--- config.mk ---
export PLATFORM = sky130hd
export DESIGN_NAME = cfd_top
export DESIGN_NICKNAME = d
export VERILOG_FILES = /design/src/cfd_pkg.sv /design/src/cfd_dec_if.sv /design/src/cfd_top.sv /design/src/cfd_decode.sv
export SDC_FILE = /design/constraint.sdc
export NUM_CORES = 1
export LEC_CHECK = 0
export BUFFER_PORTS_ARGS = -buffer_cell sky130_fd_sc_hd__buf_4
export CAP_MARGIN = 20
export CORE_MARGIN = 4
export CORE_UTILIZATION = 30
export CTS_CLUSTER_DIAMETER = 80
export DETAILED_ROUTE_END_ITERATION = 7
export PLACE_DENSITY = 0.54
export SYNTH_ARGS = -nofsm -noshare
export SYNTH_HDL_FRONTEND = slang
export SYNTH_SLANG_ARGS = --single-unit
--- constraint.sdc ---
create_clock -name core_clk -period 5.3 [get_ports core_clk]
set_clock_uncertainty 0.05 [all_clocks]
set_input_delay 1.59 -clock core_clk [delete_from_list [all_inputs] [get_ports core_clk]]
set_output_delay 1.59 -clock core_clk [all_outputs]
set_load 0.02 [all_outputs]
--- src/cfd_pkg.sv ---
`default_nettype none
package cfd_pkg;

  // ----------------------------------------------------------------------
  // Configuration word layout
  // ----------------------------------------------------------------------
  localparam int CFG_W          = 12;
  localparam int POS_CODE_PROT  = 0;
  localparam int POS_WRITE_PROT = 1;
  localparam int POS_TWO_SPEED  = 2;
  localparam int POS_PWM_LOCK   = 3;
  localparam int POS_WIN_SEL    = 4;   // Two bits, 5:4.
  localparam int POS_WIN_DIS    = 6;
  localparam int POS_OSC_SEL    = 7;   // Three bits, 9:7.
  localparam int POS_CSW_MODE   = 10;  // Two bits, 11:10.

  // ----------------------------------------------------------------------
  // Encodings
  // ----------------------------------------------------------------------
  typedef enum logic [2:0] {
    OSC_FAST_RC     = 3'b000,
    OSC_DIV_RC_PLL  = 3'b001,
    OSC_PRIMARY     = 3'b010,
    OSC_PRIMARY_PLL = 3'b011,
    OSC_SECONDARY   = 3'b100,
    OSC_LOW_POWER   = 3'b101,
    OSC_RESERVED    = 3'b110,
    OSC_DIV_RC      = 3'b111
  } cfd_osc_t;

  // Watchdog window as per-mille of the watchdog period.
  localparam logic [9:0] WIN_PM_11 = 10'h0f0;  // 240 per mille.
  localparam logic [9:0] WIN_PM_10 = 10'h177;  // 375 per mille.
  localparam logic [9:0] WIN_PM_01 = 10'h1f4;  // 500 per mille.
  localparam logic [9:0] WIN_PM_00 = 10'h2ee;  // 750 per mille.

  // ----------------------------------------------------------------------
  // Register map, byte offsets, and key values
  // ----------------------------------------------------------------------
  localparam int         ADDR_W       = 8;
  localparam logic [7:0] OFS_CFG_WORD = 8'h00;
  localparam logic [7:0] OFS_STATUS   = 8'h04;
  localparam logic [7:0] OFS_PWM_KEY  = 8'h08;
  localparam logic [15:0] PWM_KEY_1   = 16'h00a5;  // Arbitrary value.
  localparam logic [15:0] PWM_KEY_2   = 16'h005a;  // Arbitrary value.

  // ----------------------------------------------------------------------
  // Reset values and counts
  // ----------------------------------------------------------------------
  localparam logic [CFG_W-1:0] CFG_RESET = '0;
  localparam logic [1:0]       CAP_WAIT  = 2'h2;  // Synchroniser depth.

endpackage : cfd_pkg
`default_nettype wire

--- src/cfd_dec_if.sv ---
`default_nettype none
interface cfd_dec_if;
  import cfd_pkg::*;
  logic [CFG_W-1:0] word;
  logic             code_protect;
  logic             write_protect;
  logic             two_speed_startup;
  logic             pwm_key_lock;
  logic             window_en;
  logic [9:0]       window_permille;
  cfd_osc_t         initial_osc_select;
  logic             osc_sel_reserved;
  logic             clk_switch_en;
  logic             fail_safe_en;

  modport src (output word, input code_protect, write_protect,
               two_speed_startup, pwm_key_lock, window_en,
               window_permille, initial_osc_select, osc_sel_reserved,
               clk_switch_en, fail_safe_en);
  modport dec (input word, output code_protect, write_protect,
               two_speed_startup, pwm_key_lock, window_en,
               window_permille, initial_osc_select, osc_sel_reserved,
               clk_switch_en, fail_safe_en);
endinterface : cfd_dec_if
`default_nettype wire

--- src/cfd_top.sv ---
`default_nettype none
// Behaviour
// - Code-protect field 0 protects all program memory; 1 leaves it open.
// - Write-protect field 0 blocks program memory writes; 1 allows them.
// - Two-speed 1 starts on fast RC, then switches to selection when ready.
// - PWM key-lock 1 needs key sequence before PWM writes; 0 needs none.
// - Window select 11/10/01/00 gives 24/37.5/50/75 percent of period.
// - Oscillator select decodes to the seven listed sources.
// - Mode 1x disables switching and monitor; 01 switch only; 00 both on.
// - Window-disable 0 selects window mode; fraction applies only there.
module cfd_top
  import cfd_pkg::*;
(
  input  wire logic              core_clk,
  input  wire logic              arst_n,
  input  wire logic [CFG_W-1:0]  cfg_word,
  input  wire logic              osc_ready,
  input  wire logic [ADDR_W-1:0] bus_addr,
  input  wire logic [31:0]       bus_wdata,
  input  wire logic              bus_we,
  input  wire logic              bus_re,
  output logic      [31:0]       bus_rdata,
  output logic                   cfg_valid,
  output logic                   code_protect,
  output logic                   write_protect,
  output logic                   pwm_write_allow,
  output logic                   wdt_window_en,
  output logic      [9:0]        wdt_window_permille,
  output logic      [2:0]        active_osc,
  output logic                   osc_switch_done,
  output logic                   clk_switch_en,
  output logic                   fail_safe_en,
  output logic                   osc_sel_reserved
);

  // ----------------------------------------------------------------------
  // Elaboration checks
  // ----------------------------------------------------------------------
  // The held word is read back through one 32-bit register, and the
  // highest field must still fit inside it.
  if (CFG_W > 32 || CFG_W < POS_CSW_MODE + 2) begin : g_bad_cfg_w
    $error("Configuration word width does not suit the field layout.");
  end

  // A wait shorter than the synchroniser would capture its reset value.
  if (CAP_WAIT < 2'h2) begin : g_bad_cap_wait
    $error("Capture wait is shorter than the synchroniser.");
  end

  // ----------------------------------------------------------------------
  // Pin synchronisers
  // ----------------------------------------------------------------------
  logic [CFG_W-1:0] cfg_meta;
  logic [CFG_W-1:0] cfg_sync;
  logic             rdy_meta;
  logic             rdy_sync;

  // The stored word and the ready flag come from outside this clock.
  always_ff @(posedge core_clk or negedge arst_n) begin
    if (!arst_n) begin
      cfg_meta <= CFG_RESET;
      cfg_sync <= CFG_RESET;
      rdy_meta <= 1'b0;
      rdy_sync <= 1'b0;
    end else begin
      cfg_meta <= cfg_word;
      cfg_sync <= cfg_meta;
      rdy_meta <= osc_ready;
      rdy_sync <= rdy_meta;
    end
  end

  // ----------------------------------------------------------------------
  // Capture at reset release
  // ----------------------------------------------------------------------
  logic [1:0]       cap_cnt;
  logic [CFG_W-1:0] cfg_held;
  logic             cap_now;

  // The word cannot be taken under the asynchronous reset itself, so it
  // is taken once the synchroniser has refilled after the release.
  assign cap_now = !cfg_valid && (cap_cnt == CAP_WAIT);

  always_ff @(posedge core_clk or negedge arst_n) begin
    if (!arst_n) begin
      cap_cnt <= 2'h0;
    end else if (!cfg_valid && cap_cnt != CAP_WAIT) begin
      cap_cnt <= cap_cnt + 2'h1;
    end
  end

  // Once captured the word is frozen; only a new reset reopens it.
  always_ff @(posedge core_clk or negedge arst_n) begin
    if (!arst_n) begin
      cfg_held  <= CFG_RESET;
      cfg_valid <= 1'b0;
    end else if (cap_now) begin
      cfg_held  <= cfg_sync;
      cfg_valid <= 1'b1;
    end
  end

  // ----------------------------------------------------------------------
  // Field decoder
  // ----------------------------------------------------------------------
  cfd_dec_if dif ();

  assign dif.word = cfg_held;

  cfd_decode u_decode (
    .d (dif.dec)
  );

  // ----------------------------------------------------------------------
  // Two-speed start-up
  // ----------------------------------------------------------------------
  logic     ready_seen;
  logic     on_fast_rc;
  cfd_osc_t sel_osc;

  assign sel_osc = dif.initial_osc_select;

  // Ready is sticky: a source that drops out later is the fail-safe
  // monitor's business, not a reason to fall back here.
  always_ff @(posedge core_clk or negedge arst_n) begin
    if (!arst_n) begin
      ready_seen <= 1'b0;
    end else if (cfg_valid && rdy_sync) begin
      ready_seen <= 1'b1;
    end
  end

  // A fast RC selection needs no start-up phase, so it is never held
  // back waiting for a ready that would change nothing.
  assign on_fast_rc = dif.two_speed_startup && !ready_seen
                      && (sel_osc != OSC_FAST_RC);

  // ----------------------------------------------------------------------
  // PWM key sequence
  // ----------------------------------------------------------------------
  logic key_armed;
  logic pwm_unlocked;
  logic key_wr;
  logic key1_hit;
  logic key2_hit;

  assign key_wr   = bus_we && (bus_addr == OFS_PWM_KEY);
  assign key1_hit = key_wr && (bus_wdata[15:0] == PWM_KEY_1);
  assign key2_hit = key_wr && (bus_wdata[15:0] == PWM_KEY_2);

  // The two keys must arrive as back-to-back key writes; any other key
  // write disarms and relocks, while writes elsewhere leave it alone.
  always_ff @(posedge core_clk or negedge arst_n) begin
    if (!arst_n) begin
      key_armed    <= 1'b0;
      pwm_unlocked <= 1'b0;
    end else begin
      if (key_wr) begin
        key_armed    <= key1_hit;
        pwm_unlocked <= key_armed && key2_hit;
      end
    end
  end

  // ----------------------------------------------------------------------
  // Decoded outputs
  // ----------------------------------------------------------------------
  // Until the word is captured the part is held in its safest state:
  // protected, locked and without clock switching.
  // With two-speed start-up, switch done rises once the fast RC phase is over,
  // and at once when the fast RC itself is the selected source; otherwise it stays low.
  always_ff @(posedge core_clk or negedge arst_n) begin
    if (!arst_n) begin
      code_protect        <= 1'b1;
      write_protect       <= 1'b1;
      pwm_write_allow     <= 1'b0;
      wdt_window_en       <= 1'b0;
      wdt_window_permille <= 10'h000;
      active_osc          <= OSC_FAST_RC;
      osc_switch_done     <= 1'b0;
      clk_switch_en       <= 1'b0;
      fail_safe_en        <= 1'b0;
      osc_sel_reserved    <= 1'b0;
    end else if (cfg_valid) begin
      code_protect        <= dif.code_protect;
      write_protect       <= dif.write_protect;
      pwm_write_allow     <= !dif.pwm_key_lock || pwm_unlocked;
      wdt_window_en       <= dif.window_en;
      wdt_window_permille <= dif.window_permille;
      active_osc          <= on_fast_rc ? OSC_FAST_RC : sel_osc;
      osc_switch_done     <= dif.two_speed_startup && !on_fast_rc;
      clk_switch_en       <= dif.clk_switch_en;
      fail_safe_en        <= dif.fail_safe_en;
      osc_sel_reserved    <= dif.osc_sel_reserved;
    end
  end

  // ----------------------------------------------------------------------
  // Register read path
  // ----------------------------------------------------------------------
  logic [31:0] status_word;
  logic [31:0] read_mux;

  assign status_word = {24'h0, osc_sel_reserved, fail_safe_en,
                        clk_switch_en, on_fast_rc, ready_seen,
                        pwm_unlocked, key_armed, cfg_valid};

  assign read_mux =
      (bus_addr == OFS_CFG_WORD) ? {{(32-CFG_W){1'b0}}, cfg_held} :
      (bus_addr == OFS_STATUS)   ? status_word :
      (bus_addr == OFS_PWM_KEY)  ? {31'h0, pwm_unlocked} :
                                   32'h0;

  // Read data stands in the cycle after each cycle of the strobe; otherwise it reads zero.
  always_ff @(posedge core_clk or negedge arst_n) begin
    if (!arst_n) begin
      bus_rdata <= 32'h0;
    end else begin
      bus_rdata <= bus_re ? read_mux : 32'h0;
    end
  end

endmodule : cfd_top
`default_nettype wire

--- src/cfd_decode.sv ---
`default_nettype none
module cfd_decode
  import cfd_pkg::*;
(
  cfd_dec_if.dec d
);

  // ----------------------------------------------------------------------
  // Field extraction
  // ----------------------------------------------------------------------
  wire [1:0] win_sel  = d.word[POS_WIN_SEL +: 2];
  wire [2:0] osc_raw  = d.word[POS_OSC_SEL +: 3];
  wire [1:0] csw_mode = d.word[POS_CSW_MODE +: 2];

  // Protection fields are active low in the stored word.
  assign d.code_protect      = ~d.word[POS_CODE_PROT];
  assign d.write_protect     = ~d.word[POS_WRITE_PROT];
  assign d.two_speed_startup = d.word[POS_TWO_SPEED];
  assign d.pwm_key_lock      = d.word[POS_PWM_LOCK];

  // Window fraction only means anything in window mode.
  assign d.window_en = ~d.word[POS_WIN_DIS];
  assign d.window_permille =
      !d.window_en       ? 10'h000   :
      (win_sel == 2'b11) ? WIN_PM_11 :
      (win_sel == 2'b10) ? WIN_PM_10 :
      (win_sel == 2'b01) ? WIN_PM_01 : WIN_PM_00;

  // A reserved oscillator code is not trusted; the safe internal fast
  // RC source is used instead so the part still comes up.
  assign d.osc_sel_reserved   = (osc_raw == OSC_RESERVED);
  assign d.initial_osc_select = d.osc_sel_reserved ? OSC_FAST_RC
                                : cfd_osc_t'(osc_raw);

  // Upper bit set disables both; otherwise the low bit kills the monitor.
  assign d.clk_switch_en = ~csw_mode[1];
  assign d.fail_safe_en  = ~csw_mode[1] & ~csw_mode[0];

endmodule : cfd_decode
`default_nettype wire

== Word-level counts from Yosys, hierarchy flattened ==
Index checks and enable logic that the tools add are counted.

* Bits in registers: 77
* Bits of input ports: 57
* Output and inout bits: 54
* Word-level logic and storage cells: 65

* Add/subtract/negate cells: 1
* Eq/ne operators: 10
* Muxes and demuxes: 10
* Bitwise gates (word level): 6
* Reduce and logical (&&, ||, !) cells: 17

{| class="wikitable"
|+ Operators with widths
! cell !! count
|-
| $mux W10 || 4
|-
| $mux W12 || 2
|-
| $eq A16 B7 Y1 const B || 1
|-
| $eq A16 B8 Y1 const B || 1
|-
| $logic_and A1 B1 Y1 || 10
|-
| $eq A8 B3 Y1 const B || 1
|-
| $eq A8 B4 Y1 const B || 1
|-
| $logic_not A8 Y1 || 1
|-
| $mux W8 || 1
|-
| $eq A2 B2 Y1 const B || 3
|-
| $mux W3 || 2
|-
| $not A1 Y1 || 5
|-
| $logic_not A1 Y1 || 4
|-
| $eq A3 B3 Y1 const B || 1
|-
| $reduce_bool A3 Y1 || 1
|-
| $add A2 B1 Y2 const B || 1
|-
| $eq A2 B1 Y1 const B || 1
|-
| $ne A2 B2 Y1 const B || 1
|-
| $and A1 B1 Y1 || 1
|-
| $logic_or A1 B1 Y1 || 1
|-
| $mux W1 || 1
|}

== Depth between registers and ports, before layout ==
* Depth after elaboration: 7
* Mapped depth: 7
* Gate-level depth less buffers: 5

== Modules after synthesis ==
Synthesis repeated with hierarchy kept, for this count alone.

* Cells, all modules: 231
* Area total of the unflattened synthesis: 3,083.0 µm²

{| class="wikitable"
|+ Modules (own cells, without submodules)
! module !! times used !! cells each !! area an instance (µm²) !! sequential area each (µm²)
|-
| cfd_top || 1 || 201 || 2,875.3 || 1,929.4
|-
| cfd_decode || 1 || 30 || 207.7 || 0.0
|}

== Worst setup path before layout ==
No wires, ideal clock.

* Kind: input-to-reg
* Start: input port bus_addr[7]
* End: register pwm_unlocked
* Setup time: 110 ps
* Arrival: 2,912 ps
* Required time: 5,140 ps
* Path slack: 2,228 ps
* Stages on the path: 3
* Path buffers: 0
* Path through: or4_4 or4_4 o41ai_1

* Longest elaborated chain between the ends: 4

{| class="wikitable"
|+ RTL lines
! what !! RTL line !! text
|-
| start, declared || cfd_top.sv:18 || <nowiki>input wire logic [ADDR_W-1:0] bus_addr,</nowiki>
|-
| $eq A8 B4 Y1 (*) || cfd_top.sv:147 || <nowiki>assign key_wr = bus_we && (bus_addr == OFS_PWM_KEY);</nowiki>
|-
| $logic_and A1 B1 Y1 (*) || cfd_top.sv:147 ||
|-
| $logic_and A1 B1 Y1 || cfd_top.sv:149 || <nowiki>assign key2_hit = key_wr && (bus_wdata[15:0] == PWM_KEY_2);</nowiki>
|-
| $logic_and A1 B1 Y1 || cfd_top.sv:160 || <nowiki>pwm_unlocked <= key_armed && key2_hit;</nowiki>
|-
| end signal, assigned || cfd_top.sv:160 ||
|-
| end, declared || cfd_top.sv:142 || <nowiki>logic pwm_unlocked;</nowiki>
|}

Every way passes the cells marked *; elsewhere a longest branch is shown, timed or not.
A chain may end at the register's enable or synchronous reset.

== Worst setup path in the final report ==
Ends and elaborated chain as after synthesis.

==> results.tsv <==
metric	value	unit
ys_seq_area_frac	0.6320	
regToRegEndpoint	cfg_held[3]$_DFFE_PN0P_	
rrSetupSlack	3.72	ns
worstMarginPinSlew	0.8863	ns
rr_startpoint	cfg_valid$_DFFE_PN0P_	
critPathArrivalTime	3.10	ns
syn_inst	232	
track_usage	0.1001	
synth_top_family_by_area	simple AND/OR/NAND/NOR gates	
rsz0062_at_grt	false	
slew_violations	0	
die_width	106.9	µm
max_cap_viol_count	0	
synth_simple_gate_area_frac	0.1032	
cts_setup_buffers	0	
place_inst	422	
hold_start	rdy_meta$_DFF_PN0_	
fmax	0.3418	GHz
dp_hpwl	3969	µm
synth_mux_area_frac	0.08742	
antenna_found_initial	0	
crit_type	in2reg	
ctsHoldBuffers	0	
instances_no_fill	439	
synth_fa_ha_area_frac	0.02985	
grt_pass1_vias	1845	
reg2reg_depth	4	
cp-start-kind	input port	
synth_cell_types	36	
grt_pass1_wl	8873	µm
drc	0	
vias_per_cell	4.007	
ir_worst_vdd	0.00009377	V
clock_path_buffers	2	
drive_above_1_share	0.3581	
numCtsBuffers	9	
required	5.48	ns
area_growth	26.99	%
antennaDiodeCount	0	
p_per_area	304.1	nW/µm²
die_h	106.9	µm
total_power	1.133	mW
finalHoldViolations	0	
dr.pass1.iters	4	
finalSetupViolCount	0	
ys_warn_count	0	
start_util	0.3131	
nets	369	
relSlewSlack	0.4092	
cp_max_fo	2	
holdPathStages	0	
syn_area	2934	µm²
routed_wl	5371	µm
gp_congestion	0.7076	
vias	1759	
portBuffers	74	
ctsHtreeMaxLevel	3	
layout_min_cycle_time	2.925	ns
drt_iter0_drc	56	
fin_crit_sh	0.5520	
clock_latency	0.34	ns
min_path_type	reg2reg	
setup_tns	0	ns
wl_per_cell	12.23	µm
hold_end	rdy_sync$_DFF_PN0_	
cellLeakagePower	1.823	nW
cp-end-kind	flip-flop	
synth_xor_area_frac	0.005970	
clkSlewWorstSetupHoldPaths	0.08	ns
cts_root_buf	clkbuf_8	
post_cts_resized	0	
synth.ff_latch_count	74	
cts_tree	built	
cts.sinks	74	
ios	111	
fp.coreArea	9371	µm²
synth_compound_area_frac	0.04691	
synth_area_per_cell	12.65	µm²
outcome	finished clean	
rows	35	
grt_max_degree	75	
overflow	0	
antenna_left	0	
die_area	11430	µm²
==> cell usage in the layout (no fill, tap or decap), types with 3 or more instances in the layout <==
master    netlist  routed
nor3b_1         3       3
buf_4          23      76
mux2i_1        11      11
dfrtp_1        72      72
conb_1          1      20
clkbuf_8        0       9
nor2_1         13      13
inv_1          17      17
nor4_1          3       3
nand2_1         8       8
o21ai_0        11      11
nor2b_1         3       3
mux2_2         13      13
ha_1            7       7
o22ai_1         4       4
nand2b_1        3       3
inv_6           0       3
nand3b_1        6       6
==> synth_stat cells, drive strengths merged <==
| master | instances | area, µm² |
|---|---|---|
| nand4 | 1 | 6.260 |
| nor3 | 2 | 10.01 |
| a31oi | 1 | 6.260 |
| nor4bb | 2 | 20.02 |
| dfstp | 2 | 52.55 |
| mux2i | 11 | 110.1 |
| xor2 | 1 | 8.760 |
| a21oi | 2 | 10.01 |
| buf | 26 | 183.9 |
| mux2 | 13 | 146.4 |
| nand2b | 3 | 18.77 |
| and4 | 1 | 8.760 |
| dfrtp | 72 | 1802 |
| or3 | 1 | 6.260 |
| or4 | 2 | 22.52 |
| nor2b | 3 | 18.77 |
| conb | 1 | 3.750 |
| nand4b | 1 | 8.760 |
| nand3b | 6 | 45.04 |
| inv | 17 | 63.81 |
| nor3b | 3 | 22.52 |
| a31o | 1 | 8.760 |
| nor2 | 13 | 48.80 |
| o211ai | 1 | 7.510 |
| ha | 7 | 87.58 |
| or2 | 1 | 6.260 |
| o41ai | 2 | 17.52 |
| nand2 | 8 | 30.03 |
| nor4 | 3 | 18.77 |
| xnor2 | 1 | 8.760 |
| o21ai | 11 | 55.05 |
| o22ai | 4 | 25.02 |
| or4bb | 1 | 11.26 |
| clkbuf | 7 | 26.28 |
| a21o | 1 | 7.510 |
==> state kept, by name, indices dropped and copies added (netlist names) <==
signal               cells
bus_rdata               12
fail_safe_en             1
active_osc               3
cfg_held                12
osc_sel_reserved         1
pwm_write_allow          1
cfg_sync                12
cap_cnt                  2
cfg_valid                1
rdy_sync                 1
ready_seen               1
clk_switch_en            1
key_armed                1
osc_switch_done          1
rdy_meta                 1
write_protect            1
pwm_unlocked             1
wdt_window_permille      8
cfg_meta                12
code_protect             1
==> worst max path at each step <==
stage | start | end | cells after the start
2_1_floorplan | bus_addr[7] | pwm_unlocked$_DFFE_PN0P_ | 3
3_3_place_gp | bus_addr[7] | pwm_unlocked$_DFFE_PN0P_ | 4
3_5_place_dp | bus_addr[7] | pwm_unlocked$_DFFE_PN0P_ | 4
4_1_cts | bus_addr[7] | pwm_unlocked$_DFFE_PN0P_ | 4
5_1_grt | bus_addr[7] | pwm_unlocked$_DFFE_PN0P_ | 4
6_report | bus_addr[7] | pwm_unlocked$_DFFE_PN0P_ | 4
==> power by group <==
part           internal (mW)  total, mW  switching [mW]
Clock                  0.221      0.432           0.210
Combinational         0.0444      0.100          0.0558
Sequential             0.588      0.601          0.0135
==> critical path, stage by stage <==
cell and delay [ns]:
buf_4 0.11, or4_4 0.53, or4_4 0.50, o41ai_1 0.37
==> final cells by class <==
cell class | instances | area [µm²]
clock buffer | 9 | 123.9
clock inverter | 7 | 75.07
fill | 968 | 5645
inverter | 17 | 63.81
multi-input combinational | 127 | 877.1
sequential | 74 | 1854
tap | 129 | 161.4
timing repair buffer | 76 | 570.5
==> metrics by stage <==
step / util / area [µm²] / hold WS, ns / worst slack (ns)
final: 0.3976 / 3726 / 0.3011 / 2.375
after floorplan: - / 3005 / 0.2812 / 2.228
after detailed placement: 0.3756 / 3520 / 0.2847 / 2.019
after global placement: 0.3756 / 3520 / 0.2835 / 2.047
after CTS: 0.3968 / 3719 / 0.3042 / 2.373
after global routing: 0.3976 / 3726 / 0.3125 / 2.373
==> cell families after synthesis <==
group	after synthesis
AO/OA/AOI/OAI	23
XOR/XNOR	2
adder cells (fa/ha/maj)	7
buffers and inverters	50
flip-flops	74
multiplexers	24
other	1
AND/OR/NAND/NOR	51
==> per-layer routing <==
metal	GRT usage	routed length, µm	vias up
met4	0.06027	96	0
met1	0.1328	2405	831
met3	0.03070	319	6
met5	0	0	-
met2	0.1430	2549	45
li1	-	-	877
Power figures use the tool's default switching activity.
